`src/soecr_pkg.sv`:
```
/*
 * Shared constants of the sequence-of-events input configuration and status bank:
 * register indices, bit positions, interrupt layout and timing figures.
 * Assumes a 32-bit APB slave whose registers sit at four times their index.
 */
`default_nettype none

package soecr_pkg;
	// Byte address width of the register window.
	localparam int AW = 8;
	// Register indices; the byte address is four times the index.
	localparam logic [5:0] IDX_CFG = 6'h0d;
	localparam logic [5:0] IDX_MASK = 6'h0e;
	localparam logic [5:0] IDX_IRQ_STS = 6'h0f;
	localparam logic [5:0] IDX_IRQ_MSK = 6'h10;
	// Bit positions of the configuration and status word.
	localparam int B_CFG = 0;
	localparam int B_FERR = 1;
	localparam int B_FUSE_EN = 6;
	localparam int B_FUSE = 7;
	localparam int B_AUX_EN = 8;
	localparam int B_AUX = 9;
	localparam int B_GND_EN = 10;
	localparam int B_GND = 11;
	localparam int B_CHAT_DIS = 12;
	localparam int B_CHAT_OPT = 13;
	localparam int B_SYNC = 14;
	// Writable configuration bits; all other bits are never stored.
	localparam logic [15:0] CFG_WR_MASK = 16'h3543;
	// Reset values of the configuration word and of the tagging mask.
	localparam logic [15:0] CFG_RST = 16'h0000;
	localparam logic [15:0] MASK_RST = 16'h0000;
	// Interrupt status layout.
	localparam int IRQ_W = 3;
	localparam int IRQ_ATTN = 0;
	localparam int IRQ_CHAT = 1;
	localparam int IRQ_FERR = 2;
	localparam logic [IRQ_W-1:0] IRQ_RST = 3'h0;
	// Number of state changes between buffer reads that marks chatter.
	localparam logic [2:0] CHAT_LIM = 3'h4;
	// Chatter window in milliseconds and the clock rate in hertz.
	localparam int unsigned WIN_MS = 100;
	localparam int unsigned CLK_HZ = 10_000_000;
	// Number of field inputs passed through the synchroniser.
	localparam int NSYNC = 20;

	// Converts a register index to its byte address.
	function automatic logic [AW-1:0] reg_addr(input logic [5:0] idx);
		reg_addr = {idx, 2'b00};
	endfunction : reg_addr
endpackage : soecr_pkg

`default_nettype wire

```
`src/soecr_regs.sv`:
```
/*
 * Configuration and status bank of a sixteen-channel sequence-of-events input
 * module: configuration/status word, event tagging mask, fault flags,
 * attention, chatter detection and event strobes, with an interrupt pair.
 * Assumes an APB master on pclk, field inputs asynchronous to pclk, and the
 * event buffer logic on pclk driving evbuf_read and evbuf_full.
 */
// Summary of operation
// RULE1: write config, read status at word thirteen
// RULE2: idle until configure bit set; status echoes
// RULE3: force error lights LED, blocks non-status reads
// RULE4: controller writes zero to unused config bits
// RULE5: bit six enables fuse signal and attention
// RULE6: status bit seven reports blown fuse
// RULE7: controller sets bit six on single-ended only
// RULE8: bit eight enables aux failure and ground circuitry
// RULE9: status bit nine reports aux voltage failure
// RULE10: bit ten enables ground attention; eleven flags
// RULE11: controller keeps bits eight to ten clear
// RULE12: chatter disabled records every unmasked change
// RULE13: chatter control bit resets to zero
// RULE14: option set: four changes between reads
// RULE15: option clear: two changes within window
// RULE16: status bit thirteen echoes chatter option
// RULE17: sixteen-bit tagging mask at word fourteen
// RULE18: enabled fault raises attention to controller
// RULE19: unused status bits read as zero
`default_nettype none

module soecr_regs
	import soecr_pkg::*;
#(
	parameter int unsigned WIN_CYC = WIN_MS * (CLK_HZ / 1000),
	parameter int NCH = 16
)
(
	input wire logic pclk,
	input wire logic presetn,
	input wire logic ce,
	input wire logic psel,
	input wire logic penable,
	input wire logic pwrite,
	input wire logic [AW-1:0] paddr,
	input wire logic [31:0] pwdata,
	input wire logic [3:0] pstrb,
	output logic [31:0] prdata,
	output logic pready,
	output logic pslverr,
	input wire logic [NCH-1:0] ch_in,
	input wire logic fuse_blown,
	input wire logic aux_fail,
	input wire logic gnd_fault,
	input wire logic clk_synced,
	input wire logic evbuf_read,
	input wire logic evbuf_full,
	output logic [NCH-1:0] ev_strobe,
	output logic [NCH-1:0] ch_state,
	output logic [NCH-1:0] chatter,
	output logic attention,
	output logic int_err_led,
	output logic irq
);

	////////////////////////////////////////////////////////////////////////////
	// Declarations.

	localparam int WIN_W = $clog2(WIN_CYC + 1);

	// Bus handshake states.
	typedef enum logic [1:0] {
		SOECR_IDLE = 2'b01,
		SOECR_ACC = 2'b10
	} soecr_state_t;

	soecr_state_t state; // Bus handshake state.
	logic [15:0] cfg; // Stored configuration word.
	logic [15:0] tag_mask; // Channel event tagging mask.
	logic [IRQ_W-1:0] irq_sts; // Sticky interrupt status.
	logic [IRQ_W-1:0] irq_msk; // Interrupt mask.
	logic [NSYNC-1:0] sync1; // First synchroniser stage.
	logic [NSYNC-1:0] sync2; // Second synchroniser stage.
	logic [2:0] chg_cnt [NCH]; // Changes since the last buffer read.
	logic [WIN_W-1:0] win_tmr [NCH]; // Window timer after a change.
	logic [15:0] sts; // Status word as read.
	logic [NCH-1:0] chg; // Channel changed this cycle.
	logic [NCH-1:0] hit; // Chatter detected this cycle.
	logic fuse_f; // Gated blown fuse.
	logic aux_f; // Gated auxiliary failure.
	logic gnd_f; // Gated ground fault.
	logic oper; // Module configured and not in forced error.
	logic next_attn; // Attention condition.
	logic sel_cfg; // Address decodes.
	logic sel_mask;
	logic sel_ists;
	logic sel_imsk;
	logic commit; // Access completes at this edge.
	logic wr; // Write completes at this edge.
	logic [31:0] next_rdata; // Read data for the access phase.
	logic next_err; // Error answer for the access phase.

	////////////////////////////////////////////////////////////////////////////
	// Field input synchroniser.

	// Two flops on every pin input; only sync2 is read by other logic.
	always_ff @(posedge pclk or negedge presetn)
	begin
		if (!presetn)
		begin
			sync1 <= '0;
			sync2 <= '0;
		end
		else if (ce)
		begin
			sync1 <= {clk_synced, gnd_fault, aux_fail, fuse_blown, ch_in};
			sync2 <= sync1;
		end
	end

	////////////////////////////////////////////////////////////////////////////
	// Status word and fault gating.

	// Fuse and aux faults are only seen while their enable bits are set; the ground fault while the aux enable bit is set.
	always_comb
	begin
		fuse_f = cfg[B_FUSE_EN] & sync2[NCH]; // RULE5 RULE6
		aux_f = cfg[B_AUX_EN] & sync2[NCH+1]; // RULE8 RULE9
		gnd_f = cfg[B_AUX_EN] & sync2[NCH+2]; // RULE8 RULE10
		oper = cfg[B_CFG] & ~cfg[B_FERR]; // RULE2
		next_attn = cfg[B_CFG] & (fuse_f | aux_f | (gnd_f & cfg[B_GND_EN])); // RULE18
		sts = '0; // RULE19
		sts[B_CFG] = cfg[B_CFG]; // RULE2
		sts[B_FERR] = cfg[B_FERR]; // RULE3
		sts[B_FUSE_EN] = cfg[B_FUSE_EN]; // RULE5
		sts[B_FUSE] = fuse_f; // RULE6
		sts[B_AUX_EN] = cfg[B_AUX_EN]; // RULE8
		sts[B_AUX] = aux_f; // RULE9
		sts[B_GND_EN] = cfg[B_GND_EN]; // RULE10
		sts[B_GND] = gnd_f; // RULE10
		sts[B_CHAT_DIS] = cfg[B_CHAT_DIS];
		sts[B_CHAT_OPT] = cfg[B_CHAT_OPT]; // RULE16
		sts[B_SYNC] = sync2[NCH+3];
	end

	////////////////////////////////////////////////////////////////////////////
	// APB decode and read mux.

	// Decodes the address and prepares read data and the error answer.
	always_comb
	begin
		sel_cfg = paddr == reg_addr(IDX_CFG);
		sel_mask = paddr == reg_addr(IDX_MASK);
		sel_ists = paddr == reg_addr(IDX_IRQ_STS);
		sel_imsk = paddr == reg_addr(IDX_IRQ_MSK);
		commit = ce & (state == SOECR_ACC) & psel & penable;
		wr = commit & pwrite;
		next_rdata = '0;
		next_err = 1'b0;
		if (sel_cfg)
		begin
			next_rdata[15:0] = sts; // RULE1
		end
		else if (sel_mask)
		begin
			// Under forced error only status words may be read.
			next_rdata[15:0] = cfg[B_FERR] & !pwrite ? '0 : tag_mask; // RULE17
			next_err = cfg[B_FERR] & !pwrite; // RULE3
		end
		else if (sel_ists)
		begin
			next_rdata[IRQ_W-1:0] = irq_sts;
		end
		else if (sel_imsk)
		begin
			next_rdata[IRQ_W-1:0] = cfg[B_FERR] & !pwrite ? '0 : irq_msk;
			next_err = cfg[B_FERR] & !pwrite; // RULE3
		end
		else
		begin
			// Unmapped addresses answer with an error.
			next_err = 1'b1;
		end
	end

	////////////////////////////////////////////////////////////////////////////
	// APB handshake: one wait state, answer registered.

	// The access phase is answered one cycle after it begins.
	always_ff @(posedge pclk or negedge presetn)
	begin
		if (!presetn)
		begin
			state <= SOECR_IDLE;
			pready <= 1'b0;
			pslverr <= 1'b0;
			prdata <= '0;
		end
		else if (ce)
		begin
			unique case (state)
				SOECR_IDLE:
				begin
					// Access phase seen: answer on the next edge.
					if (psel & penable)
					begin
						state <= SOECR_ACC;
						pready <= 1'b1;
						pslverr <= next_err;
						prdata <= pwrite ? '0 : next_rdata;
					end
				end
				SOECR_ACC:
				begin
					// Transfer completes; drop the answer.
					state <= SOECR_IDLE;
					pready <= 1'b0;
					pslverr <= 1'b0;
					prdata <= '0;
				end
			endcase
		end
	end

	////////////////////////////////////////////////////////////////////////////
	// Configuration, mask and interrupt mask registers.

	// Writes take effect at the completing edge, low byte lanes only.
	always_ff @(posedge pclk or negedge presetn)
	begin
		if (!presetn)
		begin
			cfg <= CFG_RST; // RULE13
			tag_mask <= MASK_RST;
			irq_msk <= '0;
		end
		else if (wr)
		begin
			if (sel_cfg)
			begin
				// Only defined bits are stored; unused bits stay zero.
				if (pstrb[0])
					cfg[7:0] <= pwdata[7:0] & CFG_WR_MASK[7:0]; // RULE1 RULE2 RULE3
				if (pstrb[1])
					cfg[15:8] <= pwdata[15:8] & CFG_WR_MASK[15:8]; // RULE8 RULE10
			end
			if (sel_mask)
			begin
				if (pstrb[0])
					tag_mask[7:0] <= pwdata[7:0]; // RULE17
				if (pstrb[1])
					tag_mask[15:8] <= pwdata[15:8]; // RULE17
			end
			if (sel_imsk & pstrb[0])
				irq_msk <= pwdata[IRQ_W-1:0];
		end
	end

	////////////////////////////////////////////////////////////////////////////
	// Chatter detection and event strobes.

	// A change against the held state, counted only while operating.
	assign chg = (sync2[NCH-1:0] ^ ch_state) & {NCH{oper}};

	// Chatter hit per channel by the selected criterion.
	always_comb
	begin
		for (int i = 0; i < NCH; i++)
		begin
			if (cfg[B_CHAT_OPT])
				hit[i] = chg[i] & (chg_cnt[i] + 3'h1 >= CHAT_LIM); // RULE14
			else
				hit[i] = chg[i] & (win_tmr[i] != '0); // RULE15
			hit[i] = hit[i] & ~cfg[B_CHAT_DIS]; // RULE12
		end
	end

	// Counters, timers, flags and strobes per channel.
	always_ff @(posedge pclk or negedge presetn)
	begin
		if (!presetn)
		begin
			ch_state <= '0;
			chatter <= '0;
			ev_strobe <= '0;
			for (int i = 0; i < NCH; i++)
			begin
				chg_cnt[i] <= '0;
				win_tmr[i] <= '0;
			end
		end
		else if (ce)
		begin
			ch_state <= sync2[NCH-1:0];
			for (int i = 0; i < NCH; i++)
			begin
				// Change count restarts at each buffer read; a read wins, counting a same-cycle change.
				if (evbuf_read)
					chg_cnt[i] <= {2'b00, chg[i]};
				else if (chg[i] && chg_cnt[i] < CHAT_LIM)
					chg_cnt[i] <= chg_cnt[i] + 3'h1; // RULE14
				// Window timer restarts at every change.
				if (chg[i])
					win_tmr[i] <= WIN_W'(WIN_CYC - 1); // RULE15
				else if (win_tmr[i] != '0)
					win_tmr[i] <= win_tmr[i] - WIN_W'(1);
				// Chatter flag is sticky until a buffer read or chatter disable; set wins.
				if (hit[i])
					chatter[i] <= 1'b1;
				else if (evbuf_read | cfg[B_CHAT_DIS])
					chatter[i] <= 1'b0;
				// Unmasked, non-chattering changes become events while the buffer is not full.
				ev_strobe[i] <= chg[i] & ~tag_mask[i] & ~evbuf_full
					& ~chatter[i] & ~hit[i]; // RULE12
			end
		end
	end

	////////////////////////////////////////////////////////////////////////////
	// Attention, error indicator and interrupt.

	// Attention and the internal error indicator are registered levels.
	always_ff @(posedge pclk or negedge presetn)
	begin
		if (!presetn)
		begin
			attention <= 1'b0;
			int_err_led <= 1'b0;
			irq <= 1'b0;
		end
		else if (ce)
		begin
			attention <= next_attn; // RULE18
			int_err_led <= cfg[B_FERR]; // RULE3
			irq <= |(irq_sts & irq_msk);
		end
	end

	// Sticky status: hardware set wins over a write-one clear.
	always_ff @(posedge pclk or negedge presetn)
	begin
		if (!presetn)
			irq_sts <= IRQ_RST;
		else if (ce)
		begin
			for (int b = 0; b < IRQ_W; b++)
			begin
				if (wr && sel_ists && pstrb[0] && pwdata[b])
					irq_sts[b] <= 1'b0;
			end
			if (next_attn & ~attention)
				irq_sts[IRQ_ATTN] <= 1'b1;
			if (|hit)
				irq_sts[IRQ_CHAT] <= 1'b1;
			if (cfg[B_FERR] & ~int_err_led)
				irq_sts[IRQ_FERR] <= 1'b1;
		end
	end
endmodule : soecr_regs

`default_nettype wire

```
`config.mk`:
```
export PLATFORM = sky130hd
export DESIGN_NAME = soecr_regs
export DESIGN_NICKNAME = d
export VERILOG_FILES = /design/src/soecr_pkg.sv /design/src/soecr_regs.sv
export SDC_FILE = /design/constraint.sdc
export NUM_CORES = 1
export LEC_CHECK = 0
export BUFFER_PORTS_ARGS = -buffer_cell sky130_fd_sc_hd__buf_2
export CORE_UTILIZATION = 45
export DETAILED_ROUTE_END_ITERATION = 7
export PLACE_DENSITY_LB_ADDON = 0.12
export SYNTH_ARGS = -nofsm -noshare
export SYNTH_HDL_FRONTEND = slang
export SYNTH_SLANG_ARGS = --single-unit
```
`constraint.sdc`:
```
create_clock -name pclk -period 6.1 [get_ports pclk]
set_input_delay 1.22 -clock pclk [delete_from_list [all_inputs] [get_ports pclk]]
set_output_delay 1.22 -clock pclk [all_outputs]
set_load 0.01 [all_outputs]
```
==> summary.log <==
qor: run_status.run_status completed
qor: synthesis.synth_enable_flop_cells 0
qor: place.dpl-instance-area 0.0268 sq mm
qor: layout.drive_above_1_share 14.3%
qor: layout.final_cell_count_without_fillers 3440
qor: worst_setup_path.crit_path_slowest_cell sky130_fd_sc_hd__o41ai_2
qor: global_route.grt_first_pass_wirelength 103000 um
qor: die.initial_core_util 45.9%
qor: worst_setup_path.critical_path.startpoint_type flip-flop
qor: synthesis.number_of_library_cell_types_mapped_by_synthesis 83
qor: global_route.largest_net_degree_at_the_start_of_global_routing 140
qor: layout.final_design_area_no_fill 0.0288 sq mm
qor: hold_path.worst_hold_startpoint prdata[9]
qor: worst_setup_path.required_time_at_the_endpoint_of_the_critical_path 6590 ps
qor: route.drcViolationCount 0
qor: clock_tree.post_cts.repair.setup_buffers 0
qor: clock_tree.worst_setup_hold_path_clk_slew 60 ps
qor: synthesis.synthArstFlopShare 100%
qor: global_route.first_global_vias 19096
qor: synthesis.ys_seq_elements 507
qor: clock_tree.cts.hold.buffers_added 0
qor: synthesis.postSynthAreaPerCell 10.0 sq um
qor: sta.timing.final.crit_period 3760 ps
qor: worst_setup_path.worstPathMaxFanout 16
qor: route.antenna_left 0
qor: die.fp.coreArea 0.0555 sq mm
qor: synthesis.mappedNetlistArea 0.0255 sq mm
qor: layout.filler_cell_count 5044
qor: clock_tree.clock_sink_count 507
qor: hold_path.whs_endpoint prdata[9]
qor: clock_tree.cts.path.max_buffers 3
qor: synthesis.sequential_cell_area_fraction_in_the_yosys_report 49.8%
qor: die.die-width 240 um
qor: worst_setup_path.timing.critical_path.from win_tmr[24]
qor: layout.multiInputGateArea 0.0120 sq mm
qor: place.dp_hpwl 41600 um
qor: sta.grt_setup_unrepaired no
qor: worst_setup_path.timing.critical_path.to_type flip-flop
qor: worst_setup_path.timing.critical_path.arrival 4260 ps
qor: synthesis.syn-instance-count 2540
qor: clock_tree.clk_root_buffer_cell sky130_fd_sc_hd__clkbuf_16
qor: layout.post-route-util 51.8%
qor: layout.design.final.nets 2763
qor: layout.mostFrequentLayoutCells sky130_fd_sc_hd__dfrtp_1, sky130_fd_sc_hd__nand2_1, sky130_fd_sc_hd__nor2_1, sky130_fd_sc_hd__xnor2_1, sky130_fd_sc_hd__nor3_1
qor: layout.leading_cell_type_in_the_layout_fill_and_taps_excluded sky130_fd_sc_hd__dfrtp_1
qor: global_route.grt_util_all_layers 22.3%
qor: worst_setup_path.cp_cell_sequence or4_1 > or4_1 > o41ai_2 > o211ai_2 > or4b_1 > o31a_1
qor: layout.seq_area 0.0127 sq mm
qor: worst_setup_path.timing_worst_setup_path_type reg2reg
qor: sta.worst-slew-pin-transition 1230 ps
qor: worst_setup_path.r2r-start win_tmr[24]
qor: clock_tree.cts-resized-gates 0
qor: place.dp.cells 3331
qor: route.first_iter_violations 1438
qor: worst_setup_path.critical_path.max_stage_delay 740 ps
qor: sta.slew_headroom 17.1%
qor: global_route.grt_remaining_overflow 0
qor: sta.setup_viol 0
qor: sta.slew_viol_final 0
qor: synthesis.main_flop_type_after_synthesis sky130_fd_sc_hd__dfrtp_1
qor: worst_setup_path.path_common_cell sky130_fd_sc_hd__or4_1
qor: clock_tree.tritoncts built
qor: place.gp_congestion 0.817
qor: route.finalWirelength 62800 um
qor: synthesis.yosys_warnings 0
qor: route.via_count 19440
qor: die.io_pins 157
qor: place.place.port_buffers 122
qor: route.detailedRoute.firstPassIterationCount 5
qor: worst_setup_path.worst_case_register_to_register_setup_slack 2340 ps
qor: global_route.antenna_found_initial 3
qor: sta.achievable-frequency 0.266 GHz
qor: hold_path.hold_crit_depth 2
qor: clock_tree.htreeDepth 2
qor: pwr.power_per_cell_area 418 mW/mm^2
qor: clock_tree.inserted_clock_buffers 57
qor: sta.timing.hold.ws 474 ps
qor: worst_setup_path.r2r_end irq_sts[1]
qor: worst_setup_path.r2r_cells 6
qor: job.maxCapViolCount 0
qor: route.vias_per_cell 5.65
qor: pwr.static-leakage-power 12.6 nW
qor: route.wl_per_cell 18.3 um
qor: sta.timing_hold_violations_final 0
qor: sta.worst_clock_skew 21.2 ps
qor: die.area_of_the_die 0.0575 sq mm
qor: die.rows 86
qor: sta.setup-tns-final 0 ps
qor: sta.final.period_utilization 61.7%
qor: clock_tree.clk_latency 620 ps
qor: pwr.irDropWorstVdd 0.000259 V
qor: layout.syn2layout_area_growth 12.9%
qor: hold_path.worstHoldPathType reg2reg
qor: die.dieHeight 240 um
power by group:
part	leakage, nW	internal [mW]	switching [mW]
registers	6.52	4.37	0.978
logic	5.09	1.38	1.72
clock network	0.990	2.15	1.41
state kept, by name (all words and copies together), names as in the netlist:
signal and cells:
irq_msk 3, int_err_led 1, chg_cnt 48, state 1, prdata 16, pready 1, pslverr 1, tag_mask 16
cfg 7, irq_sts 3, irq 1, ev_strobe 16, sync1 20, win_tmr 320, ch_state 16, sync2 20
attention 1, chatter 16
layout make-up:
class / instances / area share [%]
clock inverters: 25 / 0.905
flip-flops and latches: 507 / 44.1
inverters: 60 / 0.783
diodes: 1 / 0.00870
multi-input cells: 1864 / 41.9
well taps: 748 / 3.25
clock buffers: 82 / 5.96
repair buffers: 153 / 3.11
how the worst max path moves through the flow:
stage                         to  slack, ps  depth (start not counted)
global route          irq_sts[1]       2180                          6
detailed placement  win_tmr[138]       1850                          7
CTS                   irq_sts[1]       2250                          6
global placement    win_tmr[138]       1830                          7
finish                irq_sts[1]       2340                          6
floorplan           win_tmr[138]       2870                          7
layer usage:
metal  routed length (um)  track usage, %
met1                29700            31.7
met2                27800            34.2
met3                 3520            4.01
met4                 1740            7.51
met5                   17               0
synth_stat cells (14+ instances only):
master	number	area [sq um]
sky130_fd_sc_hd__dfrtp_1	506	12700
sky130_fd_sc_hd__nand2_1	275	1030
sky130_fd_sc_hd__nor2_1	210	788
sky130_fd_sc_hd__xnor2_1	199	1740
sky130_fd_sc_hd__nor3_1	123	616
sky130_fd_sc_hd__o21ai_0	107	536
sky130_fd_sc_hd__nor4_1	103	644
sky130_fd_sc_hd__clkbuf_1	89	334
sky130_fd_sc_hd__or3_1	84	526
sky130_fd_sc_hd__mux2_2	82	923
sky130_fd_sc_hd__xor2_1	79	692
sky130_fd_sc_hd__a21oi_1	71	355
sky130_fd_sc_hd__nand3_1	61	305
sky130_fd_sc_hd__inv_1	59	221
sky130_fd_sc_hd__ha_1	48	601
sky130_fd_sc_hd__or4_1	43	323
sky130_fd_sc_hd__o2bb2ai_1	30	263
sky130_fd_sc_hd__o211ai_1	25	188
sky130_fd_sc_hd__o31ai_1	25	188
sky130_fd_sc_hd__nand2b_1	23	144
sky130_fd_sc_hd__nand4_1	20	125
sky130_fd_sc_hd__or2_2	17	106
sky130_fd_sc_hd__buf_4	16	120
sky130_fd_sc_hd__nor2b_1	14	87.6
worst max-delay path, delay by kind of cell, from the launching register on:
kind,cells,cell delay [ps]
AOI/OAI and AO/OA,3,1330
DFF,1,400
and+or+nand+nor,3,1920
cells by family (layout without fill, tap and decap cells):
| logic type | count (synthesis) | in the layout | synth area share (%) |
|---|---|---|---|
| adder cells (fa/ha/maj) | 48 | 48 | 2.36 |
| XOR/XNOR | 278 | 278 | 9.56 |
| multiplexers | 92 | 92 | 4.02 |
| buffers and inverters | 184 | 320 | 3.17 |
| AO/OA/AOI/OAI | 393 | 393 | 10.6 |
| AND/OR/NAND/NOR | 1037 | 1037 | 20.5 |
| flip-flops | 507 | 507 | 49.8 |
| other | 1 | 17 | 0.0147 |
per-stage QoR:
stage	setup slack [ps]	power [mW]
2_1_floorplan	2870	7.62
3_3_place_gp	1830	8.32
3_5_place_dp	1850	8.48
4_1_cts	2250	12.1
5_1_grt	2180	12.9
6_report	2340	12.0
No activity file was read; power rests on OpenSTA's default activity.
